==> config.mk <==
export PLATFORM = sky130hd
export DESIGN_NAME = sync_serial_port
export DESIGN_NICKNAME = d
export VERILOG_FILES = /design/src/core/serial_port_pkg.sv /design/src/core/sync_serial_port.sv /design/src/core/sample_fifo.sv
export SDC_FILE = /design/constraint.sdc
export NUM_CORES = 2
export LEC_CHECK = 0
export ABC_AREA = 0
export BUFFER_PORTS_ARGS = -buffer_cell sky130_fd_sc_hd__buf_2
export CORE_ASPECT_RATIO = 1.4
export CORE_MARGIN = 2
export CORE_UTILIZATION = 65
export DETAILED_ROUTE_END_ITERATION = 16
export PLACE_DENSITY_LB_ADDON = 0.3
export SYNTH_ARGS = -nofsm -noshare
export SYNTH_HDL_FRONTEND = slang
export SYNTH_SLANG_ARGS = --single-unit
==> constraint.sdc <==
create_clock -name mclk -period 8.36 [get_ports mclk]
set_clock_uncertainty 0.05 [all_clocks]
set_input_delay 2.09 -clock mclk [delete_from_list [all_inputs] [get_ports mclk]]
set_output_delay 2.09 -clock mclk [all_outputs]
set_load 0.02 [all_outputs]
==> src/core/serial_port_pkg.sv <==
// constants, register map and field layout of the synchronous serial port
// assumes a 32-bit axi4-lite register bus and one 50 MHz clock
package serial_port_pkg;
   localparam int DATA_W = 32;
   localparam int FIFO_DEPTH = 16;
   localparam int ADDR_W = 8;
   localparam int LIMIT_W = 24;
   localparam int SIZE_W = 6;
   // register byte addresses
   localparam logic [ADDR_W-1:0] CONTROL_REG_A_OFS = 8'h00;
   localparam logic [ADDR_W-1:0] CONTROL_REG_B_OFS = 8'h04;
   localparam logic [ADDR_W-1:0] STATUS_REG_OFS = 8'h08;
   localparam logic [ADDR_W-1:0] DATA_PORT_OFS = 8'h0C;
   localparam logic [ADDR_W-1:0] RX_IDLE_LIMIT_OFS = 8'h10;
   // control_reg_a fields
   localparam int A_ENABLE = 0;
   localparam int A_SIZE_LO = 1;
   localparam int A_SIZE_EXT = 5;
   localparam int A_FMT_LO = 6;
   localparam logic [DATA_W-1:0] CONTROL_REG_A_RST = 32'h0000_001E;
   localparam logic [DATA_W-1:0] CONTROL_REG_A_MASK = 32'h0000_00FF;
   // control_reg_b fields
   localparam int B_CLK_DIR = 0;
   localparam int B_FRM_DIR = 1;
   localparam int B_SWAP = 2;
   localparam int B_TX_IRQ_EN = 3;
   localparam int B_RX_IRQ_EN = 4;
   localparam int B_TX_DMA_EN = 5;
   localparam int B_RX_DMA_EN = 6;
   localparam int B_TO_IRQ_EN = 7;
   localparam int B_TX_THR_LO = 8;
   localparam int B_RX_THR_LO = 12;
   localparam logic [DATA_W-1:0] CONTROL_REG_B_RST = 32'h0000_0000;
   localparam logic [DATA_W-1:0] CONTROL_REG_B_MASK = 32'h0000_FFFF;
   // status_reg fields
   localparam int S_RX_LEVEL_LO = 0;
   localparam int S_RX_HAS = 5;
   localparam int S_TX_LEVEL_LO = 6;
   localparam int S_TX_NOT_FULL = 11;
   localparam int S_BUSY = 12;
   localparam int S_TIMEOUT = 13;
   localparam int S_TX_REQ = 14;
   localparam int S_RX_REQ = 15;
   localparam logic [LIMIT_W-1:0] RX_IDLE_LIMIT_RST = 24'h000000;
   // master bit clock half period in mclk cycles; kept above the two-flop
   // input delay so read data has settled by the sampling edge
   localparam int HALF_BIT_CYCLES = 4;
   localparam logic [SIZE_W-1:0] MIN_SAMPLE = 6'h04;
   localparam logic [SIZE_W-1:0] MAX_SAMPLE = 6'h20;
   localparam logic [1:0] FMT_MESSAGING = 2'h2;
   localparam logic [1:0] RESP_OKAY = 2'h0;
   localparam logic [1:0] RESP_SLVERR = 2'h2;
   typedef enum logic [0:0] {
      ST_IDLE = 1'b0,
      ST_RUN = 1'b1
   } link_state_e;
endpackage : serial_port_pkg

==> src/core/sync_serial_port.sv <==
// synchronous serial port: axi4-lite registers, two sample stores,
// bit engine and receive idle timer
// assumes the pin level resolution is done outside from the enables
//
// Contract
// - bit clock driven in master mode, taken from pin in slave mode.
// - frame indicator driven in master mode, taken from pin otherwise.
// - disabled port releases every serial pin.
// - separate transmit and receive stores, sixteen 32-bit entries each.
// - sample width programmable from four to thirty-two bits.
// - full duplex for most formats, half duplex for messaging format.
// - each data port access is a full word moving one entry.
// - bits above sample size dropped on write, read as zero.
// - data port read pops receive store, write pushes transmit store.
// - transmit threshold raises interrupt and dma request when enabled.
// - receive threshold raises interrupt and dma request when enabled.
// - timeout flag sets after receive store idles for programmed period.
// - idle timer restarts on new sample or receive store read.
// - timeout flag cleared only by writing one.
// - timeout interrupt is flag and enable, drops when enable clears.
// - trailing samples raise no dma; software drains by level.
// - words shifted most significant bit first.
`timescale 1ns/1ps
module sync_serial_port #(
   parameter int DEPTH = serial_port_pkg::FIFO_DEPTH,
   parameter int HALF_BIT = serial_port_pkg::HALF_BIT_CYCLES
) (
   input wire logic mclk,
   input wire logic rst_b,
   input wire logic [serial_port_pkg::ADDR_W-1:0] s_axi_awaddr,
   input wire logic [2:0] s_axi_awprot,
   input wire logic s_axi_awvalid,
   output logic s_axi_awready,
   input wire logic [serial_port_pkg::DATA_W-1:0] s_axi_wdata,
   input wire logic [3:0] s_axi_wstrb,
   input wire logic s_axi_wvalid,
   output logic s_axi_wready,
   output logic [1:0] s_axi_bresp,
   output logic s_axi_bvalid,
   input wire logic s_axi_bready,
   input wire logic [serial_port_pkg::ADDR_W-1:0] s_axi_araddr,
   input wire logic [2:0] s_axi_arprot,
   input wire logic s_axi_arvalid,
   output logic s_axi_arready,
   output logic [serial_port_pkg::DATA_W-1:0] s_axi_rdata,
   output logic [1:0] s_axi_rresp,
   output logic s_axi_rvalid,
   input wire logic s_axi_rready,
   input wire logic serial_bit_clock_in,
   output logic serial_bit_clock_out,
   output logic serial_bit_clock_oe,
   input wire logic frame_indicator_in,
   output logic frame_indicator_out,
   output logic frame_indicator_oe,
   input wire logic data_pin_a_in,
   output logic data_pin_a_out,
   output logic data_pin_a_oe,
   input wire logic data_pin_b_in,
   output logic data_pin_b_out,
   output logic data_pin_b_oe,
   output logic tx_level_irq,
   output logic rx_level_irq,
   output logic tx_dma_req,
   output logic rx_dma_req,
   output logic timeout_irq
);
   import serial_port_pkg::*;

   localparam int LVL_W = $clog2(DEPTH) + 1;

   logic [DATA_W-1:0] control_reg_a_ff;
   logic [DATA_W-1:0] control_reg_b_ff;
   logic [LIMIT_W-1:0] rx_idle_limit_ff;
   logic timeout_flag_ff;
   logic [LIMIT_W-1:0] idle_cnt_ff;
   logic swap_ff;
   logic [ADDR_W-1:0] awaddr_ff;
   logic aw_held_ff;
   logic [DATA_W-1:0] wdata_ff;
   logic [3:0] wstrb_ff;
   logic w_held_ff;
   logic bvalid_ff;
   logic [1:0] bresp_ff;
   logic rvalid_ff;
   logic [DATA_W-1:0] rdata_ff;
   logic [1:0] rresp_ff;
   logic [2:0] clk_sync_ff;
   logic [2:0] frm_sync_ff;
   logic [1:0] din_a_sync_ff;
   logic [1:0] din_b_sync_ff;
   link_state_e state_ff;
   logic bit_clk_ff;
   logic frm_ff;
   logic [$clog2(HALF_BIT+1)-1:0] div_ff;
   logic [DATA_W-1:0] tx_sh_ff;
   logic [DATA_W-1:0] rx_sh_ff;
   logic [SIZE_W-1:0] bits_ff;
   logic wr_fire;
   logic rd_fire;
   logic enable;
   logic clk_slave;
   logic frm_slave;
   logic half_duplex;
   logic [SIZE_W-1:0] size;
   logic [DATA_W-1:0] size_mask;
   logic tick;
   logic rise_ev;
   logic fall_ev;
   logic start_ev;
   logic done_ev;
   logic serial_din;
   logic tx_push;
   logic tx_pop;
   logic rx_push;
   logic rx_pop;
   logic [DATA_W-1:0] tx_dout;
   logic [DATA_W-1:0] rx_dout;
   logic [LVL_W-1:0] tx_level;
   logic [LVL_W-1:0] rx_level;
   logic tx_full;
   logic tx_empty;
   logic rx_full;
   logic rx_empty;
   logic tx_req;
   logic rx_req;
   logic timeout_hit;
   logic timeout_clr;
   logic [DATA_W-1:0] status_word;

   function automatic logic [DATA_W-1:0] merge(
      input logic [DATA_W-1:0] old,
      input logic [DATA_W-1:0] nxt,
      input logic [3:0] strb
   );
      logic [DATA_W-1:0] res;
      res = old;
      for (int i = 0; i < 4; i++) begin
         if (strb[i]) begin
            res[8*i +: 8] = nxt[8*i +: 8];
         end
      end
      return res;
   endfunction : merge

   assign enable = control_reg_a_ff[A_ENABLE];
   assign clk_slave = control_reg_b_ff[B_CLK_DIR];
   assign frm_slave = control_reg_b_ff[B_FRM_DIR];
   assign half_duplex = (control_reg_a_ff[A_FMT_LO +: 2] == FMT_MESSAGING);

   always_comb begin
      size = {control_reg_a_ff[A_SIZE_EXT],
              control_reg_a_ff[A_SIZE_LO +: 4]} + 6'h01;
      if (size < MIN_SAMPLE) begin
         size = MIN_SAMPLE;
      end
      size_mask = '0;
      for (int i = 0; i < DATA_W; i++) begin
         size_mask[i] = (i < int'(size));
      end
   end

   // register bus: address and data may arrive in either order
   assign s_axi_awready = !aw_held_ff && !bvalid_ff;
   assign s_axi_wready = !w_held_ff && !bvalid_ff;
   assign s_axi_arready = !rvalid_ff;
   assign wr_fire = aw_held_ff && w_held_ff && !bvalid_ff;
   assign rd_fire = s_axi_arvalid && s_axi_arready;
   assign s_axi_bvalid = bvalid_ff;
   assign s_axi_bresp = bresp_ff;
   assign s_axi_rvalid = rvalid_ff;
   assign s_axi_rdata = rdata_ff;
   assign s_axi_rresp = rresp_ff;

   always_ff @(posedge mclk or negedge rst_b) begin
      if (!rst_b) begin
         aw_held_ff <= 1'b0;
         awaddr_ff <= '0;
         w_held_ff <= 1'b0;
         wdata_ff <= '0;
         wstrb_ff <= '0;
      end else begin
         if (s_axi_awvalid && s_axi_awready) begin
            aw_held_ff <= 1'b1;
            awaddr_ff <= s_axi_awaddr;
         end else if (wr_fire) begin
            aw_held_ff <= 1'b0;
         end
         if (s_axi_wvalid && s_axi_wready) begin
            w_held_ff <= 1'b1;
            wdata_ff <= s_axi_wdata;
            wstrb_ff <= s_axi_wstrb;
         end else if (wr_fire) begin
            w_held_ff <= 1'b0;
         end
      end
   end

   always_ff @(posedge mclk or negedge rst_b) begin
      if (!rst_b) begin
         bvalid_ff <= 1'b0;
         bresp_ff <= RESP_OKAY;
      end else if (wr_fire) begin
         bvalid_ff <= 1'b1;
         case (awaddr_ff)
            CONTROL_REG_A_OFS, CONTROL_REG_B_OFS, STATUS_REG_OFS,
            DATA_PORT_OFS, RX_IDLE_LIMIT_OFS: bresp_ff <= RESP_OKAY;
            default: bresp_ff <= RESP_SLVERR;
         endcase
      end else if (s_axi_bready) begin
         bvalid_ff <= 1'b0;
      end
   end

   always_ff @(posedge mclk or negedge rst_b) begin
      if (!rst_b) begin
         control_reg_a_ff <= CONTROL_REG_A_RST;
         control_reg_b_ff <= CONTROL_REG_B_RST;
         rx_idle_limit_ff <= RX_IDLE_LIMIT_RST;
      end else if (wr_fire) begin
         if (awaddr_ff == CONTROL_REG_A_OFS) begin
            control_reg_a_ff <= merge(control_reg_a_ff, wdata_ff, wstrb_ff)
                                & CONTROL_REG_A_MASK;
         end
         if (awaddr_ff == CONTROL_REG_B_OFS) begin
            control_reg_b_ff <= merge(control_reg_b_ff, wdata_ff, wstrb_ff)
                                & CONTROL_REG_B_MASK;
         end
         if (awaddr_ff == RX_IDLE_LIMIT_OFS) begin
            rx_idle_limit_ff <= LIMIT_W'(merge(DATA_W'(rx_idle_limit_ff),
                                               wdata_ff, wstrb_ff));
         end
      end
   end

   // full word only; upper bits dropped; write pushes
   assign tx_push = wr_fire && (awaddr_ff == DATA_PORT_OFS)
                    && (wstrb_ff == 4'hF);
   assign rx_pop = rd_fire && (s_axi_araddr == DATA_PORT_OFS) && !rx_empty;

   assign tx_req = (tx_level <= LVL_W'(control_reg_b_ff[B_TX_THR_LO +: 4]));
   assign rx_req = (rx_level > LVL_W'(control_reg_b_ff[B_RX_THR_LO +: 4]));

   always_comb begin
      status_word = '0;
      status_word[S_RX_LEVEL_LO +: LVL_W] = rx_level;
      status_word[S_RX_HAS] = !rx_empty;
      status_word[S_TX_LEVEL_LO +: LVL_W] = tx_level;
      status_word[S_TX_NOT_FULL] = !tx_full;
      status_word[S_BUSY] = (state_ff == ST_RUN);
      status_word[S_TIMEOUT] = timeout_flag_ff;
      status_word[S_TX_REQ] = tx_req;
      status_word[S_RX_REQ] = rx_req;
   end

   always_ff @(posedge mclk or negedge rst_b) begin
      if (!rst_b) begin
         rvalid_ff <= 1'b0;
         rdata_ff <= '0;
         rresp_ff <= RESP_OKAY;
      end else if (rd_fire) begin
         rvalid_ff <= 1'b1;
         rresp_ff <= RESP_OKAY;
         case (s_axi_araddr)
            CONTROL_REG_A_OFS: rdata_ff <= control_reg_a_ff;
            CONTROL_REG_B_OFS: rdata_ff <= control_reg_b_ff;
            STATUS_REG_OFS: rdata_ff <= status_word;
            DATA_PORT_OFS: rdata_ff <= rx_empty ? '0 : (rx_dout & size_mask);
            RX_IDLE_LIMIT_OFS: rdata_ff <= DATA_W'(rx_idle_limit_ff);
            default: begin
               rdata_ff <= '0;
               rresp_ff <= RESP_SLVERR;
            end
         endcase
      end else if (s_axi_rready) begin
         rvalid_ff <= 1'b0;
      end
   end

   sample_fifo #(.WIDTH(DATA_W), .DEPTH(DEPTH)) tx_store (
      .mclk(mclk),
      .rst_b(rst_b),
      .push(tx_push),
      .din(wdata_ff & size_mask),
      .pop(tx_pop),
      .dout(tx_dout),
      .level(tx_level),
      .full(tx_full),
      .empty(tx_empty)
   );

   sample_fifo #(.WIDTH(DATA_W), .DEPTH(DEPTH)) rx_store (
      .mclk(mclk),
      .rst_b(rst_b),
      .push(rx_push),
      .din(rx_sh_ff & size_mask),
      .pop(rx_pop),
      .dout(rx_dout),
      .level(rx_level),
      .full(rx_full),
      .empty(rx_empty)
   );

   // pins from outside pass two flops; the third flop only feeds edges
   always_ff @(posedge mclk or negedge rst_b) begin
      if (!rst_b) begin
         clk_sync_ff <= '0;
         frm_sync_ff <= 3'h7;
         din_a_sync_ff <= '0;
         din_b_sync_ff <= '0;
      end else begin
         clk_sync_ff <= {clk_sync_ff[1:0], serial_bit_clock_in};
         frm_sync_ff <= {frm_sync_ff[1:0], frame_indicator_in};
         din_a_sync_ff <= {din_a_sync_ff[0], data_pin_a_in};
         din_b_sync_ff <= {din_b_sync_ff[0], data_pin_b_in};
      end
   end

   // swap taken over only while idle
   always_ff @(posedge mclk or negedge rst_b) begin
      if (!rst_b) begin
         swap_ff <= 1'b0;
      end else if (state_ff == ST_IDLE) begin
         swap_ff <= control_reg_b_ff[B_SWAP];
      end
   end

   assign serial_din = swap_ff ? din_a_sync_ff[1] : din_b_sync_ff[1];

   always_ff @(posedge mclk or negedge rst_b) begin
      if (!rst_b) begin
         div_ff <= '0;
      end else if (state_ff != ST_RUN || tick) begin
         div_ff <= '0;
      end else begin
         div_ff <= div_ff + 1'b1;
      end
   end
   assign tick = (state_ff == ST_RUN)
                 && (div_ff == ($clog2(HALF_BIT+1))'(HALF_BIT - 1));

   // edges from own divider or from the synchronised pin
   assign rise_ev = (state_ff == ST_RUN) && (clk_slave ?
                    (clk_sync_ff[1] && !clk_sync_ff[2]) : (tick && !bit_clk_ff));
   assign fall_ev = (state_ff == ST_RUN) && (clk_slave ?
                    (!clk_sync_ff[1] && clk_sync_ff[2]) : (tick && bit_clk_ff));
   // frame start from own store or the pin's falling edge
   assign start_ev = enable && (state_ff == ST_IDLE) && (frm_slave ?
                     (!frm_sync_ff[1] && frm_sync_ff[2]) : !tx_empty);
   assign done_ev = fall_ev && (bits_ff == size);
   assign tx_pop = start_ev;
   assign rx_push = done_ev && !half_duplex;

   always_ff @(posedge mclk or negedge rst_b) begin
      if (!rst_b) begin
         state_ff <= ST_IDLE;
         bit_clk_ff <= 1'b0;
         frm_ff <= 1'b1;
         bits_ff <= '0;
         tx_sh_ff <= '0;
         rx_sh_ff <= '0;
      end else if (!enable) begin
         state_ff <= ST_IDLE;
         bit_clk_ff <= 1'b0;
         frm_ff <= 1'b1;
         bits_ff <= '0;
      end else begin
         case (state_ff)
            ST_IDLE: begin
               if (start_ev) begin
                  state_ff <= ST_RUN;
                  frm_ff <= 1'b0;
                  bits_ff <= '0;
                  rx_sh_ff <= '0;
                  // word left aligned so bit 31 leaves first
                  tx_sh_ff <= tx_empty ? '0 :
                              ((tx_dout & size_mask) << (MAX_SAMPLE - size));
               end
            end
            ST_RUN: begin
               if (tick) begin
                  bit_clk_ff <= !bit_clk_ff;
               end
               if (rise_ev) begin
                  rx_sh_ff <= {rx_sh_ff[DATA_W-2:0], serial_din};
                  bits_ff <= bits_ff + 1'b1;
               end
               if (fall_ev) begin
                  tx_sh_ff <= {tx_sh_ff[DATA_W-2:0], 1'b0};
               end
               if (done_ev) begin
                  state_ff <= ST_IDLE;
                  frm_ff <= 1'b1;
               end
            end
            default: state_ff <= ST_IDLE;
         endcase
      end
   end

   assign serial_bit_clock_out = bit_clk_ff;
   assign serial_bit_clock_oe = enable && !clk_slave;
   assign frame_indicator_out = frm_ff;
   assign frame_indicator_oe = enable && !frm_slave;
   assign data_pin_a_out = swap_ff ? 1'b0 : tx_sh_ff[DATA_W-1];
   assign data_pin_a_oe = enable && !swap_ff;
   assign data_pin_b_out = swap_ff ? tx_sh_ff[DATA_W-1] : 1'b0;
   assign data_pin_b_oe = enable && swap_ff;

   assign tx_level_irq = enable && tx_req && control_reg_b_ff[B_TX_IRQ_EN];
   assign tx_dma_req = enable && tx_req && control_reg_b_ff[B_TX_DMA_EN];
   assign rx_level_irq = rx_req && control_reg_b_ff[B_RX_IRQ_EN];
   assign rx_dma_req = rx_req && control_reg_b_ff[B_RX_DMA_EN];

   // restart on push or pop; runs only with data held
   always_ff @(posedge mclk or negedge rst_b) begin
      if (!rst_b) begin
         idle_cnt_ff <= '0;
      end else if (rx_push || rx_pop || rx_empty) begin
         idle_cnt_ff <= '0;
      // step once past the limit so the hit is a pulse and a clear sticks
      end else if ((idle_cnt_ff <= rx_idle_limit_ff) && !(&idle_cnt_ff)) begin
         idle_cnt_ff <= idle_cnt_ff + 1'b1;
      end
   end

   // limit of zero keeps the timer off
   assign timeout_hit = !rx_empty && (rx_idle_limit_ff != '0)
                        && (idle_cnt_ff == rx_idle_limit_ff);
   assign timeout_clr = wr_fire && (awaddr_ff == STATUS_REG_OFS)
                        && wstrb_ff[S_TIMEOUT/8] && wdata_ff[S_TIMEOUT];

   // write one clears; a fresh hit wins over the clear
   always_ff @(posedge mclk or negedge rst_b) begin
      if (!rst_b) begin
         timeout_flag_ff <= 1'b0;
      end else if (timeout_hit && !rx_push && !rx_pop) begin
         timeout_flag_ff <= 1'b1;
      end else if (timeout_clr) begin
         timeout_flag_ff <= 1'b0;
      end
   end

   // flag gated by enable, no storage
   assign timeout_irq = timeout_flag_ff && control_reg_b_ff[B_TO_IRQ_EN];
endmodule : sync_serial_port

==> src/core/sample_fifo.sv <==
// first-in first-out store for serial samples
// assumes push and pop come from logic on the same clock
`timescale 1ns/1ps
module sample_fifo #(
   parameter int WIDTH = 32,
   parameter int DEPTH = 16
) (
   input wire logic mclk,
   input wire logic rst_b,
   input wire logic push,
   input wire logic [WIDTH-1:0] din,
   input wire logic pop,
   output logic [WIDTH-1:0] dout,
   output logic [$clog2(DEPTH):0] level,
   output logic full,
   output logic empty
);
   localparam int PTR_W = $clog2(DEPTH);
   logic [WIDTH-1:0] mem [DEPTH];
   logic [PTR_W-1:0] wr_ptr_ff;
   logic [PTR_W-1:0] rd_ptr_ff;
   logic [PTR_W:0] count_ff;
   logic do_push;
   logic do_pop;

   // a push into a full store or a pop from an empty one is dropped
   assign do_push = push && !full;
   assign do_pop = pop && !empty;
   assign full = (count_ff == (PTR_W+1)'(DEPTH));
   assign empty = (count_ff == '0);
   assign level = count_ff;
   assign dout = mem[rd_ptr_ff];

   always_ff @(posedge mclk) begin
      if (do_push) begin
         mem[wr_ptr_ff] <= din;
      end
   end

   always_ff @(posedge mclk or negedge rst_b) begin
      if (!rst_b) begin
         wr_ptr_ff <= '0;
         rd_ptr_ff <= '0;
         count_ff <= '0;
      end else begin
         if (do_push) begin
            wr_ptr_ff <= wr_ptr_ff + 1'b1;
         end
         if (do_pop) begin
            rd_ptr_ff <= rd_ptr_ff + 1'b1;
         end
         if (do_push && !do_pop) begin
            count_ff <= count_ff + 1'b1;
         end else if (do_pop && !do_push) begin
            count_ff <= count_ff - 1'b1;
         end
      end
   end
endmodule : sample_fifo

=== Word level (Yosys, flattened, before mapping) ===
Memories as Yosys holds them, arrays and structs flattened.
Index checks and enable logic that the tools add are counted.

* Flip-flop bits (word level): 270
* Bits in writable memories: 1024
* Input bits: 69
* Output and inout bits: 54
* Word-level logic and storage cells: 271
* Memories kept: 2

* Add/sub/neg operators: 13
* Order comparisons: 36
* Equality and inequality tests: 23
* Shift-type cells: 1
* Multiplexer cells: 53
* Bitwise logic cells: 5
* Reductions and logical operators: 102

{| class="wikitable"
|+ Memories
! memory !! depth !! width !! rd ports !! clocked after memory_dff !! write ports !! RTL line !! source
|-
| rx_store.mem || 16 || 32 || 1 || 0 || 1 || sample_fifo.sv:19 || <nowiki>logic [WIDTH-1:0] mem [DEPTH];</nowiki>
|-
| tx_store.mem || 16 || 32 || 1 || 0 || 1 || sample_fifo.sv:19 ||
|}

{| class="wikitable"
|+ Operators with widths
! kind !! number
|-
| 32-bit 2-to-1 mux || 6
|-
| 32-bit case mux with 5 select lines || 1
|-
| 32-bit bitwise AND || 4
|-
| 32-bit case mux with 2 select lines || 2
|-
| 5-bit by 6-bit < comparator with 1-bit output, first input constant || 16
|-
| 1-bit logical AND || 49
|-
| 4-bit by 6-bit < comparator with 1-bit output, first input constant || 8
|-
| 24-bit 2-to-1 mux || 2
|-
| 8-bit by 4-bit == test with 1-bit output, second input constant || 4
|-
| 32-bit by 6-bit left shift with 32-bit output || 1
|-
| 1-bit 2-to-1 mux || 28
|-
| 24-bit by 1-bit adder with 24-bit output, second input constant || 1
|-
| 24-bit == test || 1
|-
| 24-bit <= comparator || 1
|-
| 3-bit by 6-bit < comparator with 1-bit output, first input constant || 4
|-
| 6-bit 2-to-1 mux || 4
|-
| 24-bit AND reduction || 1
|-
| 3-bit AND reduction || 8
|-
| 24-bit nonzero test || 1
|-
| 1-bit zero test || 23
|-
| 5-bit 2-to-1 mux || 4
|-
| 4-bit by 1-bit adder with 4-bit output, second input constant || 4
|-
| 8-bit by 3-bit == test with 1-bit output, second input constant || 2
|-
| 8-bit by 5-bit == test with 1-bit output, second input constant || 2
|-
| 29 further kinds || 56
|}

=== Longest topological paths before layout ===
* Word-level depth: 12
* Gate-level depth with buffers: 20
* Mapped depth without buffers: 16

=== By module ===
A second synthesis with hierarchy kept.

* Cell total of the unflattened synthesis: 3575
* Area, all modules: 55414.4 µm²

{| class="wikitable"
|+ Modules (own cells, without submodules)
! module !! times used !! cells each !! area an instance (µm²) !! sequential area each (µm²)
|-
| sample_fifo at tx_store || 1 || 1009 || 20408.3 || 15700.1
|-
| sample_fifo at rx_store || 1 || 1009 || 20382.0 || 15700.1
|-
| sync_serial_port || 1 || 1557 || 14624.0 || 6065.8
|}

=== Least setup slack after synthesis ===
OpenSTA, ideal clock, no wires.

* Path type: reg-to-reg
* Start point: register control_reg_a_ff[1]
* End point: register tx_sh_ff[19]
* Setup time: 104 ps
* Arrival time: 4409 ps
* Data required time: 8206 ps
* Slack: 3798 ps
* Cell stages (with the launch flop): 20
* Buffers on the path: 7
* Period minus slack after synthesis: 4562 ps
* Cell sequence: dfstp_2 ha_1 xnor2_1 a21oi_2 inv_1 buf_2 clkbuf_1 buf_1 ha_1 clkbuf_1 inv_1 o32ai_1 or2_2 buf_6 buf_2 buf_1 mux4_2 a21oi_1 o21ai_0 a221oi_1

* Cells in the longest elaborated chain, start to end: 9
* Elaborated cells between the ends (all ways): 41
* Those cells by class: add/sub (2); order compare (33); shift (1); mux (4); bitwise (1)

{| class="wikitable"
|+ Ends and longest elaborated chain
! element !! RTL line !! source
|-
| start: declaration || sync_serial_port.sv:71 || <nowiki>logic [DATA_W-1:0] control_reg_a_ff;</nowiki>
|-
| start signal: assignment || sync_serial_port.sv:221 || <nowiki>control_reg_a_ff <= merge(control_reg_a_ff, wdata_ff, wstrb_ff)</nowiki>
|-
| 5-bit by 1-bit adder with 6-bit output * || sync_serial_port.sv:152 || <nowiki>control_reg_a_ff[A_SIZE_LO +: 4]} + 6'h01;</nowiki>
|-
| 6-bit by 3-bit < comparator with 1-bit output || sync_serial_port.sv:153 || <nowiki>if (size < MIN_SAMPLE) begin</nowiki>
|-
| 6-bit 2-to-1 mux * || sync_serial_port.sv:153 ||
|-
| 1-bit by 6-bit < comparator with 1-bit output (tied with other cells) || sync_serial_port.sv:158 || <nowiki>size_mask[i] = (i < int'(size));</nowiki>
|-
| 32-bit bitwise AND || sync_serial_port.sv:376 || <nowiki>((tx_dout & size_mask) << (MAX_SAMPLE - size));</nowiki>
|-
| 32-bit by 6-bit left shift with 32-bit output * || sync_serial_port.sv:376 ||
|-
| 32-bit 2-to-1 mux * || sync_serial_port.sv:375 || <nowiki>tx_sh_ff <= tx_empty ? '0 :</nowiki>
|-
| 32-bit 2-to-1 mux * || sync_serial_port.sv:369 || <nowiki>if (start_ev) begin</nowiki>
|-
| 32-bit case mux with 2 select lines * || sync_serial_port.sv:367 || <nowiki>case (state_ff)</nowiki>
|-
| end signal: assignment || sync_serial_port.sv:375 ||
|-
| end signal: assignment || sync_serial_port.sv:388 || <nowiki>tx_sh_ff <= {tx_sh_ff[DATA_W-2:0], 1'b0};</nowiki>
|-
| end: declaration || sync_serial_port.sv:95 || <nowiki>logic [DATA_W-1:0] tx_sh_ff;</nowiki>
|}

Every way passes the cells marked *; elsewhere a longest branch is shown, timed or not. The select of a mux whose other input is x is not followed.
A chain may end at the register's enable or synchronous reset.

=== Worst setup path in the final report ===
* Start point: register control_reg_a_ff[1]
* End point: register tx_sh_ff[27]

The elaborated chain is that of the path after synthesis.

==> qor.csv <==
metric,value,unit
cts.sinks,1292,
cts-root-buf,clkbuf_16,
die_h,348,µm
endpoint_kind,flip-flop,
detail-route-antenna-nets,0,
synthDistinctLibCells,91,
worstSetupPathType,flip-flop to flip-flop,
swShare,24.4,%
synth_warnings,0,
cts-resized-gates,0,
startpoint_type,flip-flop,
core,0.0840,mm²
hpwl,90.0,mm
synth_mux_area_share,15.0,%
wl,150,mm
p_clk_share,38.2,%
vias,32380,
synth-compound-area-share,6.74,%
synth.yosys.seq_area_share,68.1,%
power_density,229,mW/mm²
rows,126,
htreeDepth,3,
synth_adder_area_share,1.41,%
crit_required,8.86,ns
hold_ws,0.311,ns
grt_pass1_wl,218,mm
viasPerCell,7.10,
die_area,0.0870,mm²
synth_top_family_by_area,multiplexers,
final_area,0.0605,mm²
worstPathMaxFanout,35,
fin_nets,3503,
die_w,250,µm
synth_xor_area_share,0.685,%
power_frac_comb,8.3,%
regToRegSetupSlack,2.58,ns
dr.pass1.iters,9,
status,finished clean,
max_cap_violations,0,
setup_violations,0,
ioPinCount,123,
tightest_slew,1.25,ns
drtIter0Drc,4183,
synth_enable_flop_cells,1024,
rr_endpoint,tx_sh_ff[27]$_DFFE_PN0P_,
endpoint,tx_sh_ff[27]$_DFFE_PN0P_,
grt_max_degree,112,
startpoint,control_reg_a_ff[1]$_DFFE_PN1P_,
seqPwrFrac,53.5,%
wl_per_cell,32.9,µm
gp_congestion,0.960,
reg2reg_from,control_reg_a_ff[1]$_DFFE_PN1P_,
port_buffers,114,
postPlaceCellArea,0.0567,mm²
reg2regPathDepth,15,
drc,0,
holdBufCountCts,0,
clk_pin_slew,0.07,ns
cp.arrival,6.28,ns
cellLeakagePower,19.2,nW
hold_viol_final,0,
fin_crit,5.78,ns
cts_buffers,111,
slew_violations,0,
grt_pass1_vias,32783,
start_util,65.5,%
ys_seq_elements,1292,
fmax,173,MHz
clockBufferDepth,3,
vdd_ir_drop_max,0.000277,V
utilization,72.0,%
syn_area_per_cell,16.9,µm²
grt.overflow.total,0,
grt_antenna_before_repair,7,
syn-cell-area,0.0550,mm²
track_usage,34.9,%
slew_headroom,16.5,%
finalCritPeriodShare,69.2,%
area_growth,9.98,%
cts_setup_buffers,0,
cts_tree,yes,
final_layout_size_suffix_gt1_share,23.8,%
fin_setup_tns,0,ns
rsz0062_at_grt,no,
clk_latency,0.70,ns
ys.flop_type,edfxtp_1,
power_switching,0.00339,W
hold_path.class,flip-flop to flip-flop,
synth-simple-area-share,5.91,%
syn_inst,3264,
synthArstFlopShare,20.7,%
p_int,0.0105,W
## state kept, by name, indices dropped and copies added (netlist names), 5 cells and up
signal,count
control_reg_a_ff,8
tx_store.level,5
bits_ff,6
tx_sh_ff,32
tx_store.mem,512
rx_store.mem,512
awaddr_ff,8
rx_sh_ff,32
rx_idle_limit_ff,24
s_axi_rdata,32
wdata_ff,32
control_reg_b_ff,16
rx_store.level,5
idle_cnt_ff,24
## cells in the final DEF (no fill, tap or decap), drive strengths merged, types with 63 or more instances in the layout
master and instances:
inv 63, dfrtp 260, nand2 149, a21oi 109
mux2 123, edfxtp 1024, nor2 115, and2 90
mux2i 67, buf 193, clkbuf 152, o21ai 90
mux4 272
## logic make-up after synthesis
group                      Yosys count
DFF                               1292
and+or+nand+nor                    629
AOI/OAI and AO/OA                  521
muxes                              462
buffers and inverters              255
adders and majority gates           61
xor gates and xnor gates            43
other                                1
## cells in the mapped netlist (58+ instances only)
library cell     n  area, µm²
inv_1           58        218
o21ai_0         84        420
edfxtp_1      1024      30700
a21oi_1        108        541
nand2_1        149        559
nor2_1         115        432
mux2i_1         67        671
and2_1          87        544
clkbuf_1       108        405
dfrtp_1        260       6510
mux2_2         123       1390
mux4_2         258       5810
## per-stage QoR
| stage | total power (W) | worst slack (ns) | std cells |
|---|---|---|---|
| floorplan | 0.00817 | 3.80 | 3265 |
| global placement | 0.00863 | 2.86 | 4350 |
| detailed placement | 0.00867 | 2.74 | 4350 |
| CTS | 0.0139 | 2.70 | 4560 |
| global route | 0.0142 | 2.27 | 4561 |
| finish | 0.0139 | 2.58 | 4563 |
## area by class of cell
cell class,count,area [µm²]
Sequential cell,1292,37500
Fill cell,4899,23500
Multi-Input combinational cell,1718,16400
Clock buffer,152,3180
Tap cell,1088,1360
Timing Repair Buffer,193,1200
Clock inverter,58,631
Inverter,59,221
Antenna cell,3,7.51
## critical path: stages, from the launching register on
cell and delay, ns:
dfstp_2 0.85, ha_1 0.27, buf_4 0.30, and2_1 0.39, a21oi_1 0.19, o21ai_1 0.32
ha_1 0.46, inv_1 0.11, o32ai_1 0.54, or2_2 0.69, nor3_1 0.11, a311oi_1 0.31
a21oi_1 0.15, mux2_2 0.35, a2111oi_2 0.39, o22ai_1 0.13
## power by group through the flow
stage               Combinational (W)  Sequential (W)  Clock [W]
finish                        0.00115         0.00743    0.00530
global route                  0.00123         0.00744    0.00557
CTS                           0.00113         0.00741    0.00535
detailed placement            0.00112         0.00755          0
global placement              0.00110         0.00753          0
floorplan                    0.000842         0.00732          0
## how the worst min path moves through the flow
stage	from	endpoint	cells after the start
5_1_grt	frm_sync_ff[0]$_DFF_PN1_	frm_sync_ff[1]$_DFF_PN1_	0
3_3_place_gp	din_b_sync_ff[0]$_DFF_PN0_	din_b_sync_ff[1]$_DFF_PN0_	0
4_1_cts	din_b_sync_ff[0]$_DFF_PN0_	din_b_sync_ff[1]$_DFF_PN0_	0
6_report	din_b_sync_ff[0]$_DFF_PN0_	din_b_sync_ff[1]$_DFF_PN0_	0
3_5_place_dp	din_b_sync_ff[0]$_DFF_PN0_	din_b_sync_ff[1]$_DFF_PN0_	0
2_1_floorplan	clk_sync_ff[0]$_DFF_PN0_	clk_sync_ff[1]$_DFF_PN0_	0
## routing by layer
| metal | up-vias | global-route usage [%] | wire length, µm |
|---|---|---|---|
| met5 | - | 0 | 45 |
| met4 | 6 | 17.5 | 8290 |
| met3 | 451 | 5.75 | 13900 |
| met2 | 2186 | 59.4 | 76400 |
| met1 | 16504 | 43.8 | 51300 |
| li1 | 13233 | - | - |
Note: power is estimated with default switching activity, not from simulation.
